<file path="config.mk">
export PLATFORM = sky130hd
export DESIGN_NAME = ihdc_ctrl
export DESIGN_NICKNAME = d
export VERILOG_FILES = /design/src/ihdc_ctrl.v
export VERILOG_INCLUDE_DIRS = /design/src
export SDC_FILE = /design/constraint.sdc
export NUM_CORES = 1
export LEC_CHECK = 0
export BUFFER_PORTS_ARGS = -buffer_cell sky130_fd_sc_hd__buf_2
export CORE_MARGIN = 2
export CORE_UTILIZATION = 34
export DETAILED_ROUTE_END_ITERATION = 8
export PLACE_DENSITY = 0.59
export SYNTH_ARGS = -nofsm -noshare
export SYNTH_HDL_FRONTEND = slang
export SYNTH_SLANG_ARGS = --single-unit
</file>
<file path="constraint.sdc">
create_clock -name clk_i -period 5.9 [get_ports clk_i]
set_clock_uncertainty 0.15 [all_clocks]
set_input_delay 0.295 -clock clk_i [delete_from_list [all_inputs] [get_ports clk_i]]
set_output_delay 0.295 -clock clk_i [all_outputs]
set_load 0.02 [all_outputs]
</file>
<file path="src/ihdc_defines.vh">
// Purpose: constants for the idle/halt/dual clock control block
// Assumes: one 100 MHz system clock, Avalon-MM register access
// Notes: word addresses of 32-bit registers
`ifndef IHDC_DEFINES_VH
`define IHDC_DEFINES_VH
// register word offsets
`define IHDC_ADDR_PORTG 4'h0
`define IHDC_ADDR_IDLE_TIMER_MODE_REG 4'h1
`define IHDC_ADDR_IRQ_CONTROL_REG 4'h2
`define IHDC_ADDR_STATUS 4'h3
// port g bits
`define IHDC_PG_IDLE 6
`define IHDC_PG_HALT 7
// mode register fields
`define IHDC_IDLE_TIMER_MODE_REG_SLOW_ON 7
`define IHDC_IDLE_TIMER_MODE_REG_FAST_ON 6
`define IHDC_IDLE_TIMER_MODE_REG_TICK_SRC 5
`define IHDC_IDLE_TIMER_MODE_REG_CORE_SEL 4
`define IHDC_IDLE_TIMER_MODE_REG_RESET 8'h40
// control register fields
`define IHDC_IC_PEND 5
`define IHDC_IC_EN 4
// tap base: window select 0 uses timer bit 12 (4096 timer ticks)
`define IHDC_TAP_BASE 5'h0c
`define IHDC_WAKE_LOAD 9'h100
`define IHDC_INSTR_DIV 3'h5
`endif

</file>
<file path="src/ihdc_ctrl.v">
// Purpose: idle, halt and dual clock mode control with a tick timer that counts only in run and idle
// Assumes: osc clocks arrive as async level inputs, sampled through two flops
// Notes: fast_tick uses a divide-by-five instruction clock; slow edges from a pin
`include "ihdc_defines.vh"

module ihdc_ctrl #(
    parameter TMR_W = 16,
    parameter WAKE_W = 8
) (
    input wire clk_i,
    input wire rst_i,
    input wire [3:0] avs_address_i,
    input wire avs_read_i,
    input wire avs_write_i,
    input wire [31:0] avs_writedata_i,
    output reg [31:0] avs_readdata_o,
    output wire avs_waitrequest_o,
    input wire ext_reset_n_i,
    input wire slow_clk_i,
    input wire osc_strong_i,
    input wire [WAKE_W-1:0] wake_pins_i,
    input wire halt_disable_i,
    output wire core_run_o,
    output wire core_clk_slow_o,
    output wire fast_osc_on_o,
    output wire slow_osc_on_o,
    output wire tick_irq_o,
    output wire self_reset_o
);

    // ----------------------------------------
    // state codes
    // ----------------------------------------
    localparam ST_RUN = 2'h0;
    localparam ST_IDLE = 2'h1;
    localparam ST_HALT = 2'h2;
    localparam ST_WAKE = 2'h3;

    reg [1:0] state_ff;
    reg [1:0] nxt_state;
    reg [7:0] idle_timer_mode_reg_ff;
    reg tick_irq_enable_ff;
    reg tick_pending_flag_ff;
    reg [WAKE_W-1:0] wake_en_ff;
    reg [WAKE_W-1:0] wake_pol_ff;
    reg [TMR_W-1:0] tick_timer_ff;
    reg [8:0] wake_cnt_ff;
    reg [2:0] div_ff;
    reg [2:0] slow_sync_ff;
    reg [1:0] strong_sync_ff;
    reg [1:0] rstn_sync_ff;
    reg [1:0] hdis_sync_ff;
    reg [WAKE_W-1:0] wake_s1_ff;
    reg [WAKE_W-1:0] wake_s2_ff;
    reg [WAKE_W-1:0] wake_s3_ff;
    reg self_rst_ff;
    reg ack_ff;

    wire [2:0] window_select_bits = idle_timer_mode_reg_ff[2:0];
    wire slow_osc_on = idle_timer_mode_reg_ff[`IHDC_IDLE_TIMER_MODE_REG_SLOW_ON];
    wire fast_osc_on = idle_timer_mode_reg_ff[`IHDC_IDLE_TIMER_MODE_REG_FAST_ON];
    wire tick_clock_source = idle_timer_mode_reg_ff[`IHDC_IDLE_TIMER_MODE_REG_TICK_SRC];
    wire core_clock_select = idle_timer_mode_reg_ff[`IHDC_IDLE_TIMER_MODE_REG_CORE_SEL];
    wire req = avs_read_i | avs_write_i;
    wire wr = avs_write_i & ack_ff;
    wire instr_tick = (div_ff == 3'h0);
    wire slow_edge = slow_sync_ff[1] & ~slow_sync_ff[2];
    wire ext_rst_low = ~rstn_sync_ff[1];
    // strap is a pin, so it is read only after two flops
    wire halt_off = hdis_sync_ff[1];

    // ----------------------------------------
    // input synchronisers
    // ----------------------------------------
    // second stage alone feeds logic; third stage only for edge detect
    always @(posedge clk_i or posedge rst_i) begin
        if (rst_i) begin
            slow_sync_ff <= 3'h0;
            strong_sync_ff <= 2'h0;
            rstn_sync_ff <= 2'h3;
            hdis_sync_ff <= 2'h0;
            wake_s1_ff <= {WAKE_W{1'b0}};
            wake_s2_ff <= {WAKE_W{1'b0}};
            wake_s3_ff <= {WAKE_W{1'b0}};
        end else begin
            slow_sync_ff <= {slow_sync_ff[1:0], slow_clk_i};
            strong_sync_ff <= {strong_sync_ff[0], osc_strong_i};
            rstn_sync_ff <= {rstn_sync_ff[0], ext_reset_n_i};
            hdis_sync_ff <= {hdis_sync_ff[0], halt_disable_i};
            wake_s1_ff <= wake_pins_i;
            wake_s2_ff <= wake_s1_ff;
            wake_s3_ff <= wake_s2_ff;
        end
    end

    // ----------------------------------------
    // wake-up edge detect per pin
    // ----------------------------------------
    wire [WAKE_W-1:0] wake_hit;
    genvar gi;
    generate
        for (gi = 0; gi < WAKE_W; gi = gi + 1) begin : g_wake
            // polarity 1 senses a falling edge, 0 a rising edge
            assign wake_hit[gi] = wake_en_ff[gi] &
                (wake_pol_ff[gi] ? (wake_s3_ff[gi] & ~wake_s2_ff[gi]) : (~wake_s3_ff[gi] & wake_s2_ff[gi]));
        end
    endgenerate

    // ----------------------------------------
    // tick timer clocking
    // ----------------------------------------
    // source select
    wire dual_src = tick_clock_source;
    wire tmr_adv = (state_ff == ST_RUN || state_ff == ST_IDLE) && (dual_src ? slow_edge : instr_tick);
    wire [TMR_W-1:0] tmr_nxt = tick_timer_ff + {{(TMR_W-1){1'b0}}, 1'b1};
    // tap select, window 0 to 4 maps bit 12 to 16
    wire [4:0] tap = `IHDC_TAP_BASE + ((window_select_bits > 3'h4) ? 5'h4 : {2'h0, window_select_bits});
    wire tap_evt = tmr_adv & (tmr_nxt[tap[3:0]] ^ tick_timer_ff[tap[3:0]]) & (tap != 5'h10) |
        tmr_adv & (tap == 5'h10) & (tmr_nxt == {TMR_W{1'b0}});

    // legal combinations of the four control bits
    reg illegal;
    always @* begin
        case (idle_timer_mode_reg_ff[7:4])
            4'h4, 4'hc, 4'he, 4'hf, 4'hb: illegal = 1'b0;
            default: illegal = 1'b1;
        endcase
    end

    // ----------------------------------------
    // mode state machine
    // ----------------------------------------
    always @* begin
        nxt_state = state_ff;
        case (state_ff)
            ST_RUN: begin
                if (wr && avs_address_i == `IHDC_ADDR_PORTG && avs_writedata_i[`IHDC_PG_HALT] && !halt_off)
                    nxt_state = ST_HALT;
                else if (wr && avs_address_i == `IHDC_ADDR_PORTG && avs_writedata_i[`IHDC_PG_IDLE])
                    nxt_state = ST_IDLE;
            end
            ST_IDLE: begin
                // leave on tap toggle or wake pin
                if (tap_evt || |wake_hit)
                    nxt_state = ST_RUN;
            end
            ST_HALT: begin
                if (|wake_hit)
                    nxt_state = core_clock_select ? ST_RUN : ST_WAKE;
            end
            ST_WAKE: begin
                if (wake_cnt_ff == 9'h0)
                    nxt_state = ST_RUN;
            end
            default: nxt_state = ST_RUN;
        endcase
    end

    // ----------------------------------------
    // registers and counters
    // ----------------------------------------
    // reset clears mode to high speed and ends idle/halt
    always @(posedge clk_i or posedge rst_i) begin
        if (rst_i) begin
            state_ff <= ST_RUN;
            idle_timer_mode_reg_ff <= `IHDC_IDLE_TIMER_MODE_REG_RESET;
            tick_irq_enable_ff <= 1'b0;
            tick_pending_flag_ff <= 1'b0;
            wake_en_ff <= {WAKE_W{1'b0}};
            wake_pol_ff <= {WAKE_W{1'b0}};
            tick_timer_ff <= {TMR_W{1'b0}};
            wake_cnt_ff <= `IHDC_WAKE_LOAD;
            div_ff <= 3'h0;
            self_rst_ff <= 1'b0;
            ack_ff <= 1'b0;
        end else if (ext_rst_low || self_rst_ff) begin
            // synchronous device reset from pin or illegal mode
            state_ff <= ST_RUN;
            idle_timer_mode_reg_ff <= `IHDC_IDLE_TIMER_MODE_REG_RESET;
            tick_irq_enable_ff <= 1'b0;
            tick_pending_flag_ff <= 1'b0;
            wake_en_ff <= {WAKE_W{1'b0}};
            wake_cnt_ff <= `IHDC_WAKE_LOAD;
            self_rst_ff <= 1'b0;
            ack_ff <= 1'b0;
        end else begin
            state_ff <= nxt_state;
            ack_ff <= req & ~ack_ff;
            // instruction clock is one fifth of the fast clock
            div_ff <= (div_ff == `IHDC_INSTR_DIV - 3'h1) ? 3'h0 : div_ff + 3'h1;
            if (tmr_adv)
                tick_timer_ff <= tmr_nxt;
            self_rst_ff <= illegal;
            // load on halt, count while oscillation strong
            if (state_ff == ST_HALT)
                wake_cnt_ff <= `IHDC_WAKE_LOAD;
            else if (state_ff == ST_WAKE && instr_tick && strong_sync_ff[1] && wake_cnt_ff != 9'h0)
                wake_cnt_ff <= wake_cnt_ff - 9'h1;
            if (wr && avs_address_i == `IHDC_ADDR_IDLE_TIMER_MODE_REG)
                idle_timer_mode_reg_ff <= avs_writedata_i[7:0];
            if (wr && avs_address_i == `IHDC_ADDR_IRQ_CONTROL_REG) begin
                tick_irq_enable_ff <= avs_writedata_i[`IHDC_IC_EN];
                wake_en_ff <= avs_writedata_i[8 +: WAKE_W];
                wake_pol_ff <= avs_writedata_i[16 +: WAKE_W];
            end
            // set wins over a simultaneous zero write
            if (tap_evt)
                tick_pending_flag_ff <= 1'b1;
            else if (wr && avs_address_i == `IHDC_ADDR_IRQ_CONTROL_REG && !avs_writedata_i[`IHDC_IC_PEND])
                tick_pending_flag_ff <= 1'b0;
        end
    end

    // ----------------------------------------
    // register read mux
    // ----------------------------------------
    always @(posedge clk_i or posedge rst_i) begin
        if (rst_i) begin
            avs_readdata_o <= 32'h0;
        end else if (avs_read_i && !ack_ff) begin
            case (avs_address_i)
                `IHDC_ADDR_PORTG: avs_readdata_o <= {24'h0, state_ff == ST_HALT, state_ff == ST_IDLE, 6'h0};
                `IHDC_ADDR_IDLE_TIMER_MODE_REG: avs_readdata_o <= {24'h0, idle_timer_mode_reg_ff};
                `IHDC_ADDR_IRQ_CONTROL_REG: avs_readdata_o <= {{(16-WAKE_W){1'b0}}, wake_pol_ff, {(8-WAKE_W){1'b0}}, wake_en_ff,
                    2'h0, tick_pending_flag_ff, tick_irq_enable_ff, 4'h0};
                `IHDC_ADDR_STATUS: avs_readdata_o <= {28'h0, illegal, tick_clock_source, state_ff};
                default: avs_readdata_o <= 32'h0;
            endcase
        end
    end

    // ----------------------------------------
    // outputs
    // ----------------------------------------
    // one wait cycle per access keeps the slave trivially timed
    assign avs_waitrequest_o = req & ~ack_ff;
    // core resumes; irq taken after current instruction by the core
    assign core_run_o = (state_ff == ST_RUN);
    assign core_clk_slow_o = core_clock_select;
    // fast oscillator gated off in halt
    assign fast_osc_on_o = fast_osc_on & (state_ff != ST_HALT);
    assign slow_osc_on_o = slow_osc_on;
    assign tick_irq_o = tick_pending_flag_ff & tick_irq_enable_ff;
    assign self_reset_o = self_rst_ff;

endmodule

</file>
==> flow_summary_export.csv, run 1 <==
group,metric,value,unit
job,max_cap_viol_count,0,
clocking,cts_buffers,17,
clocking,cts_buffer_depth,2,
floorplan,core,0.01453,mm2
clocking,holdBufCountCts,33,
hold_path,worstHoldPathCells,3,
floorplan,die_x,125.8,um
setup_path,critical-path-max-stage-delay,0.75,ns
setup_path,crit_type,"flip-flop to flip-flop",
yosys,async_flop_share,100.0,%
route,drtAntennaViolNets,0,
clocking,post_cts_buffers,0,
run_status,outcome,"complete, no violations",
final_layout,antenna_cells,0,
clocking,ctsHtreeMaxLevel,4,
yosys,syn_area,0.005044,mm2
yosys,synth_top_area_cell,"dfrtp_1",
setup_path,crit_path_cell_trace,"nand2b_1 -> or3_1 -> nor3b_2 -> buf_4 -> a22o_1",
clocking,clk_latency,0.42,ns
setup_path,cp_slowest_cell,"nand2b_1",
hold_path,min_to,"tick_irq_enable_ff",
global_routing,grt_max_degree,73,
yosys,synth_edf_count,0,
route,via_per_inst,4.988,
global_routing,antenna_found_initial,0,
setup_path,endpoint_kind,"flip-flop",
setup_path,ff2ff_path_depth,5,
placement,globalplace.congestion,0.7909,
final_layout,fillers,1341,
power_and_ir_drop,power.density,327.1,mW/mm2
placement,pre_cts_ws,3.206,ns
floorplan,ioPinCount,91,
timing,hold_ws,0.02250,ns
clocking,path_clk_slew,0.05,ns
floorplan,fp.dieH,125.8,um
setup_path,crit_path_start_kind,"flip-flop",
clocking,cts_resized,0,
timing,timing.setup.tns,0,ns
route,avgRoutedWirePerCell,15.19,um
route,first_pass_iters,4,
yosys,yosys-top-cells-area,"dfrtp_1 55%, mux2i_1 4.4%, xnor2_1 3.5%",
yosys,yosysUniqueCellTypes,54,
yosys,yosysTopAreaCellShare,55.07,%
setup_path,worstPathRequired,6.09,ns
setup_path,r2r-end,"avs_readdata_o[21]",
floorplan,fp.dieArea,0.01582,mm2
global_routing,grt_pass1_vias,3700,
final_layout,area_growth,28.85,%
hold_path,min_path_type,"input pin to flip-flop",
final_layout,final_cell_mix,"111 x dfrtp_1, 74 x buf_2, 39 x nor2_1",
final_layout,stdcell_count,748,
timing,tightest_slew,1.251,ns
clocking,cts_root_buf,"clkbuf_16",
yosys,synth_ff_type,"dfrtp_1",
placement,hpwl,7.717,mm
yosys,ys_seq_elements,115,
final_layout,drive_gt1_share,23.23,%
yosys,yosysSeqAreaShare,57.16,%
timing,hold_violations,0,
route,routed_wl,11.37,mm
floorplan,core.rowCount,44,
setup_path,crit_buf_inv,1,
timing,setup_viol,0,
placement,dp.cells,684,
timing,maxSlewViolCount,0,
setup_path,crit_arrival,2.89,ns
yosys,synthCells,445,
setup_path,path_max_fanout,30,
timing,rsz0062_at_grt,"false",
power_and_ir_drop,leakage,3.131,nW
timing,layout_min_cycle_time,2.703,ns
clocking,cts_tree,"yes",
timing,max_freq,0.3699,GHz
setup_path,reg2reg_from,"ack_ff",
route,initialDrtViolationCount,287,
floorplan,start_util,34.70,%
route,vias,3731,
global_routing,grt-ovfl-total,0,
final_layout,final_core_util,44.71,%
setup_path,crit_family,"simple AND/OR/NAND/NOR gates",
timing,fin_ws,3.197,ns
yosys,synth.yosys.warnings,0,
final_layout,final_common_cell,"dfrtp_1",
route,drc,0,
hold_path,hold_start,"avs_writedata_i[4]",
yosys,syn_avg_cell_area,11.33,um2
placement,io_buffers,74,
final_layout,layout.nets,608,
power_and_ir_drop,irDropWorstVdd,186.9,uV
timing,timing.final.crit_share,45.82,%
global_routing,grt_usage,15.43,%
global_routing,grt_pass1_wl,19.11,mm
setup_path,rrSetupSlack,3.20,ns
clocking,cts_sinks,115,
timing,maxSlewHeadroom,16.60,%
worst max-delay path by stage:
stage | startpoint | endpoint | slack [ns] | cells past startpoint
5_1_grt | ack_ff | avs_readdata_o[18] | 3.04 | 5
2_1_floorplan | rst_i | ack_ff | 2.42 | 1
3_3_place_gp | avs_address_i[1] | wake_pol_ff[3] | 3.23 | 5
4_1_cts | ack_ff | avs_readdata_o[13] | 3.22 | 5
6_report | ack_ff | avs_readdata_o[21] | 3.20 | 5
3_5_place_dp | avs_address_i[1] | wake_pol_ff[1] | 3.21 | 5
cells in the mapped netlist, types with 3 or more instances:
cell type,n
nand2_1,32
o211ai_1,3
dfstp_2,4
and3_1,4
mux2_2,9
a21oi_1,11
buf_2,4
o21ai_0,19
nand4_1,9
nand2b_1,7
buf_4,8
o22ai_1,5
nor2b_1,8
a31oi_1,3
xnor2_1,20
nand3_1,15
ha_1,4
mux2i_1,22
or3_1,3
and2_1,3
nand3b_1,3
dfrtp_1,111
nor2_1,39
o31ai_1,5
and3b_1,5
nor3b_1,8
inv_1,10
clkbuf_1,15
a22o_1,16
xor2_1,6
a22oi_1,3
per-layer routing:
| metal | global-route usage, % | part of all wire, % | up-vias |
|---|---|---|---|
| li1 | - | - | 1775 |
| met1 | 20.34 | 46 | 1850 |
| met2 | 23.88 | 48 | 88 |
| met3 | 4.715 | 4.4 | 18 |
| met4 | 6.270 | 1.9 | 0 |
| met5 | 0 | 0 | - |
sequential cells by signal, indices dropped and copies added (netlist names), 3 cells and up:
name                    flops
avs_readdata_o             24
tick_timer_ff              16
wake_cnt_ff                 9
wake_s1_ff                  8
idle_timer_mode_reg_ff      8
wake_s2_ff                  8
slow_sync_ff                3
wake_en_ff                  8
wake_s3_ff                  8
div_ff                      3
wake_pol_ff                 8
report_power, final:
| part | total, mW | internal, mW | switching [mW] | leakage [nW] |
|---|---|---|---|---|
| registers | 0.880 | 0.835 | 0.0451 | 1.50 |
| clock network | 1.05 | 0.703 | 0.350 | 0.294 |
| logic | 0.193 | 0.0828 | 0.110 | 1.33 |
metrics by stage:
| stage | power [mW] | area [um2] |
|---|---|---|
| 3_5_place_dp | 1.071 | 5557 |
| 3_3_place_gp | 1.062 | 5557 |
| 6_report | 2.126 | 6499 |
| 2_1_floorplan | 1.014 | 5070 |
| 5_1_grt | 2.220 | 6499 |
| 4_1_cts | 2.146 | 6499 |
tightest hold or removal path: stages:
cell	delay, ns
buf_2	0.11
mux2i_1	0.06
nor2_1	0.08
logic make-up (layout without fill, tap and decap cells):
logic type,Yosys count,after routing,synth area share (%)
AND/OR/NAND/NOR,154,154,17.19
other,1,8,0.07435
multiplexers,31,31,6.376
adder cells (fa/ha/maj),4,4,0.9923
XOR/XNOR,26,26,4.515
flip-flops,115,115,57.16
buffers and inverters,39,151,3.597
AO/OA/AOI/OAI,75,75,10.10
cell type report:
| cell class | count | area (um2) | share of cell area, % |
|---|---|---|---|
| Inverter | 10 | 40.04 | 0.6161 |
| Multi-Input combinational cell | 298 | 2011 | 30.94 |
| Tap cell | 184 | 230.2 | 3.543 |
| Clock inverter | 9 | 127.6 | 1.964 |
| Sequential cell | 115 | 2883 | 44.36 |
| Timing Repair Buffer | 110 | 723.2 | 11.13 |
| Clock buffer | 22 | 484.2 | 7.451 |
No activity file was read; power rests on OpenSTA's default activity.
==> run 2, diff against run 1 <==
--- a/config.mk
+++ b/config.mk
@@ -6,6 +6,7 @@
 export SDC_FILE = /design/constraint.sdc
 export NUM_CORES = 1
 export LEC_CHECK = 0
+export ABC_AREA = 1
 export BUFFER_PORTS_ARGS = -buffer_cell sky130_fd_sc_hd__buf_2
 export CORE_MARGIN = 2
 export CORE_UTILIZATION = 34
==> constraint.sdc (replaced) <==
create_clock -name clk_i -period 2.5 [get_ports clk_i]
set_clock_uncertainty 0.15 [all_clocks]
set_input_delay 0.125 -clock clk_i [delete_from_list [all_inputs] [get_ports clk_i]]
set_output_delay 0.125 -clock clk_i [all_outputs]
set_load 0.02 [all_outputs]
==> run 2 against run 1 <==
Net effect:
- non-clock buffer count grew 11
- largest power group unchanged
- maximum frequency grew 27%
- sequential power is 140% higher
- largest cell class unchanged
- critical path type unchanged
- critical path depth grew 8
- highest routed layer unchanged
==> flow_summary_export.csv, run 2 <==
group,metric,value,unit
floorplan,start_util,35.07,%
power_and_ir_drop,switching_power,1.429,mW
power_and_ir_drop,p_seq_share,39.3,%
route,via_per_inst,4.744,
global_routing,grt_pass1_wl,20.76,mm
placement,hpwl,8.586,mm
global_routing,grt_usage,16.58,%
power_and_ir_drop,leakage,3.257,nW
power_and_ir_drop,p_int,3.948,mW
yosys,syn_avg_cell_area,8.750,um2
clocking,cts_tree,"yes",
yosys,yosysTopAreaCellShare,54.08,%
floorplan,core.rowCount,44,
setup_path,crit_type,"flip-flop to flip-flop",
placement,dpl-instance-area,0.005734,mm2
final_layout,area_growth,31.01,%
clocking,clk_latency,0.41,ns
yosys,synth_compound_area_share,10.35,%
final_layout,largest_reg_flops,24,
yosys,synth_top_family_by_area,"simple AND/OR/NAND/NOR gates",
yosys,yosysUniqueCellTypes,35,
yosys,synth_common_cells,"161 x nand2_1, 111 x dfrtp_1, 77 x inv_1",
yosys,synth_edf_count,0,
clocking,cts_sinks,115,
setup_path,critical-path-max-stage-delay,0.39,ns
final_layout,antenna_cells,0,
power_and_ir_drop,power.density,799.1,mW/mm2
global_routing,grt_pass1_vias,4304,
yosys,synth_most_common_cell,"nand2_1",
global_routing,grt_max_degree,75,
setup_path,crit_arrival,2.27,ns
timing,timing.final.crit_share,85.28,%
timing,setup_viol,0,
route,routed_wl,12.32,mm
power_and_ir_drop,finalPower,5.377,mW
final_layout,largest-register,"avs_readdata_o",
final_layout,drive_gt1_share,18.32,%
setup_path,cp_slowest_cell,"dfrtp_1",
floorplan,fp.dieH,126.9,um
yosys,synthCells,587,
job,max_cap_viol_count,0,
final_layout,regArea,0.002883,mm2
timing,timing.setup.tns,0,ns
clocking,cts_buffer_depth,2,
clocking,cts_buffers,17,
final_layout,final_common_cell,"nand2_1",
yosys,ys_seq_elements,115,
timing,maxSlewViolCount,0,
setup_path,worstPathRequired,2.64,ns
yosys,synth_ff_type,"dfrtp_1",
final_layout,top_regs,"avs_readdata_o (24), tick_timer_ff (16), wake_cnt_ff (9)",
power_and_ir_drop,p_clk_share,46.3,%
placement,globalplace.congestion,0.8448,
floorplan,fp.dieArea,0.01611,mm2
yosys,synth_top_area_cell,"dfrtp_1",
yosys,syn_area,0.005136,mm2
placement,io_buffers,74,
final_layout,multi_input_area,0.001878,mm2
final_layout,fillers,1421,
yosys,async_flop_share,100.0,%
clocking,cts_root_buf,"clkbuf_16",
clocking,cts_resized,0,
yosys,yosys.area_share.simple,22.61,%
yosys,muxShareOfSynthArea,0,%
timing,layout_min_cycle_time,2.132,ns
setup_path,endpoint_kind,"flip-flop",
hold_path,min_path_type,"input pin to flip-flop",
setup_path,crit_path_start_kind,"flip-flop",
setup_path,crit_path_cell_trace,"inv_1 -> ha_1 -> inv_1 -> nor2_1 -> nand2_1 -> a21oi_1 -> inv_1 -> nor2_1 -> nand3_1 -> nor3b_2 -> nand3_2 -> nand3_2 -> o211ai_1",
timing,tightest_slew,0.5745,ns
final_layout,final_cell_mix,"161 x nand2_1, 111 x dfrtp_1, 76 x inv_1",
timing,maxSlewHeadroom,61.56,%
final_layout,stdcell_area,0.006729,mm2
timing,max_freq,0.4690,GHz
placement,pre_cts_ws,0.3594,ns
route,avgRoutedWirePerCell,13.54,um
global_routing,antenna_found_initial,0,
timing,rsz0062_at_grt,"false",
yosys,synthAdderAreaFrac,0.9744,%
yosys,synth.yosys.warnings,0,
route,vias,4317,
setup_path,crit_top_cell,"inv_1",
power_and_ir_drop,power_switching_share,26.58,%
run_status,outcome,"complete, no violations",
route,first_pass_iters,5,
timing,fin_ws,0.3680,ns
power_and_ir_drop,combPwrFrac,14.4,%
setup_path,path_max_fanout,3,
route,drc,0,
yosys,synth_xor_area_share,2.046,%
power_and_ir_drop,irDropWorstVdd,461.0,uV
route,initialDrtViolationCount,218,
floorplan,die_x,126.9,um
floorplan,ioPinCount,91,
yosys,yosysSeqAreaShare,56.13,%
global_routing,grt-ovfl-total,0,
route,drtAntennaViolNets,0,
clocking,path_clk_slew,0.05,ns
final_layout,layout.nets,771,
timing,hold_violations,0,
yosys,yosys-top-cells-area,"dfrtp_1 54%, nand2_1 12%, inv_1 5.6%",
clocking,ctsHtreeMaxLevel,4,
floorplan,core,0.01464,mm2
[run 2: cell count changes in the layout (fill, tap and decap cells not counted), moves of 16 or more]
cell | before | now
nand2_1 | 32 | 161
inv_1 | 9 | 76
o21ai_0 | 19 | 49
mux2i_1 | 22 | 0
xnor2_1 | 20 | 2
a22o_1 | 16 | 0
[run 2: layout make-up]
class,count,share of cell area [%]
Sequential cell,115,42.84
Multi-Input combinational cell,381,27.91
Timing Repair Buffer,121,12.38
Clock buffer,19,6.582
Inverter,79,4.463
Tap cell,184,3.421
Clock inverter,11,2.399
[run 2: power groups by stage]
stage,Clock (mW),Sequential [mW],Combinational (mW)
after detailed placement,0,2.14,0.731
after CTS,2.55,2.11,0.781
after floorplan,0,2.13,0.512
after global placement,0,2.13,0.712
after global routing,2.64,2.13,0.901
final,2.49,2.11,0.774
[run 2: layer usage]
| metal | vias up | wire, um | track usage, % |
|---|---|---|---|
| li1 | 2127 | - | - |
| met1 | 2053 | 5591 | 21.09 |
| met2 | 122 | 5824 | 26.03 |
| met3 | 15 | 727 | 5.736 |
| met4 | 0 | 174 | 6.593 |
| met5 | - | 0 | 0 |
[run 2: cells by family (layout without fill, tap and decap cells)]
family / after synthesis / after routing
compound gates: 93 / 93
xor+xnor: 12 / 12
fa+ha+maj: 4 / 4
flops: 115 / 115
simple gates: 264 / 264
buf+inv: 98 / 230
other cells: 1 / 8
[run 2: path summary, 6_finish.rpt]
path	slack (ns)	start	cells after the start	to
min in group asynchronous	0.13	rst_i	3	avs_readdata_o[17]
max reg2reg	0.37	div_ff[0]	13	state_ff[0]
max	0.37	div_ff[0]	13	state_ff[0]
min reg2reg	0.20	wake_s1_ff[3]	0	wake_s2_ff[3]
max in group asynchronous	1.31	rst_i	4	idle_timer_mode_reg_ff[6]
min	0.09	avs_address_i[0]	6	avs_readdata_o[5]
[run 2: what timing repair did]
action	in CTS	in global routing
setup buffers	0	0
setup endpoints to repair	0	0
endpoints found under the hold margin	57	0
hold buffers	39	0
[run 2: worst max-delay path: cells and delay by family (launching register included)]
| family | cells | cell delay (ns) |
|---|---|---|
| AND/OR/NAND/NOR | 7 | 0.82 |
| flip-flops | 1 | 0.39 |
| AO/OA/AOI/OAI | 2 | 0.24 |
| buffers and inverters | 3 | 0.23 |
| adder cells (fa/ha/maj) | 1 | 0.17 |
[run 2: stage by stage]
stage | hold slack (ns) | cells | util [%]
floorplan | -0.02052 | 594 | -
global placement | 0.007075 | 841 | 39.16
detailed placement | 0.01247 | 841 | 39.16
CTS | 0.06080 | 910 | 45.95
global route | 0.1212 | 910 | 45.95
finish | 0.09309 | 910 | 45.95
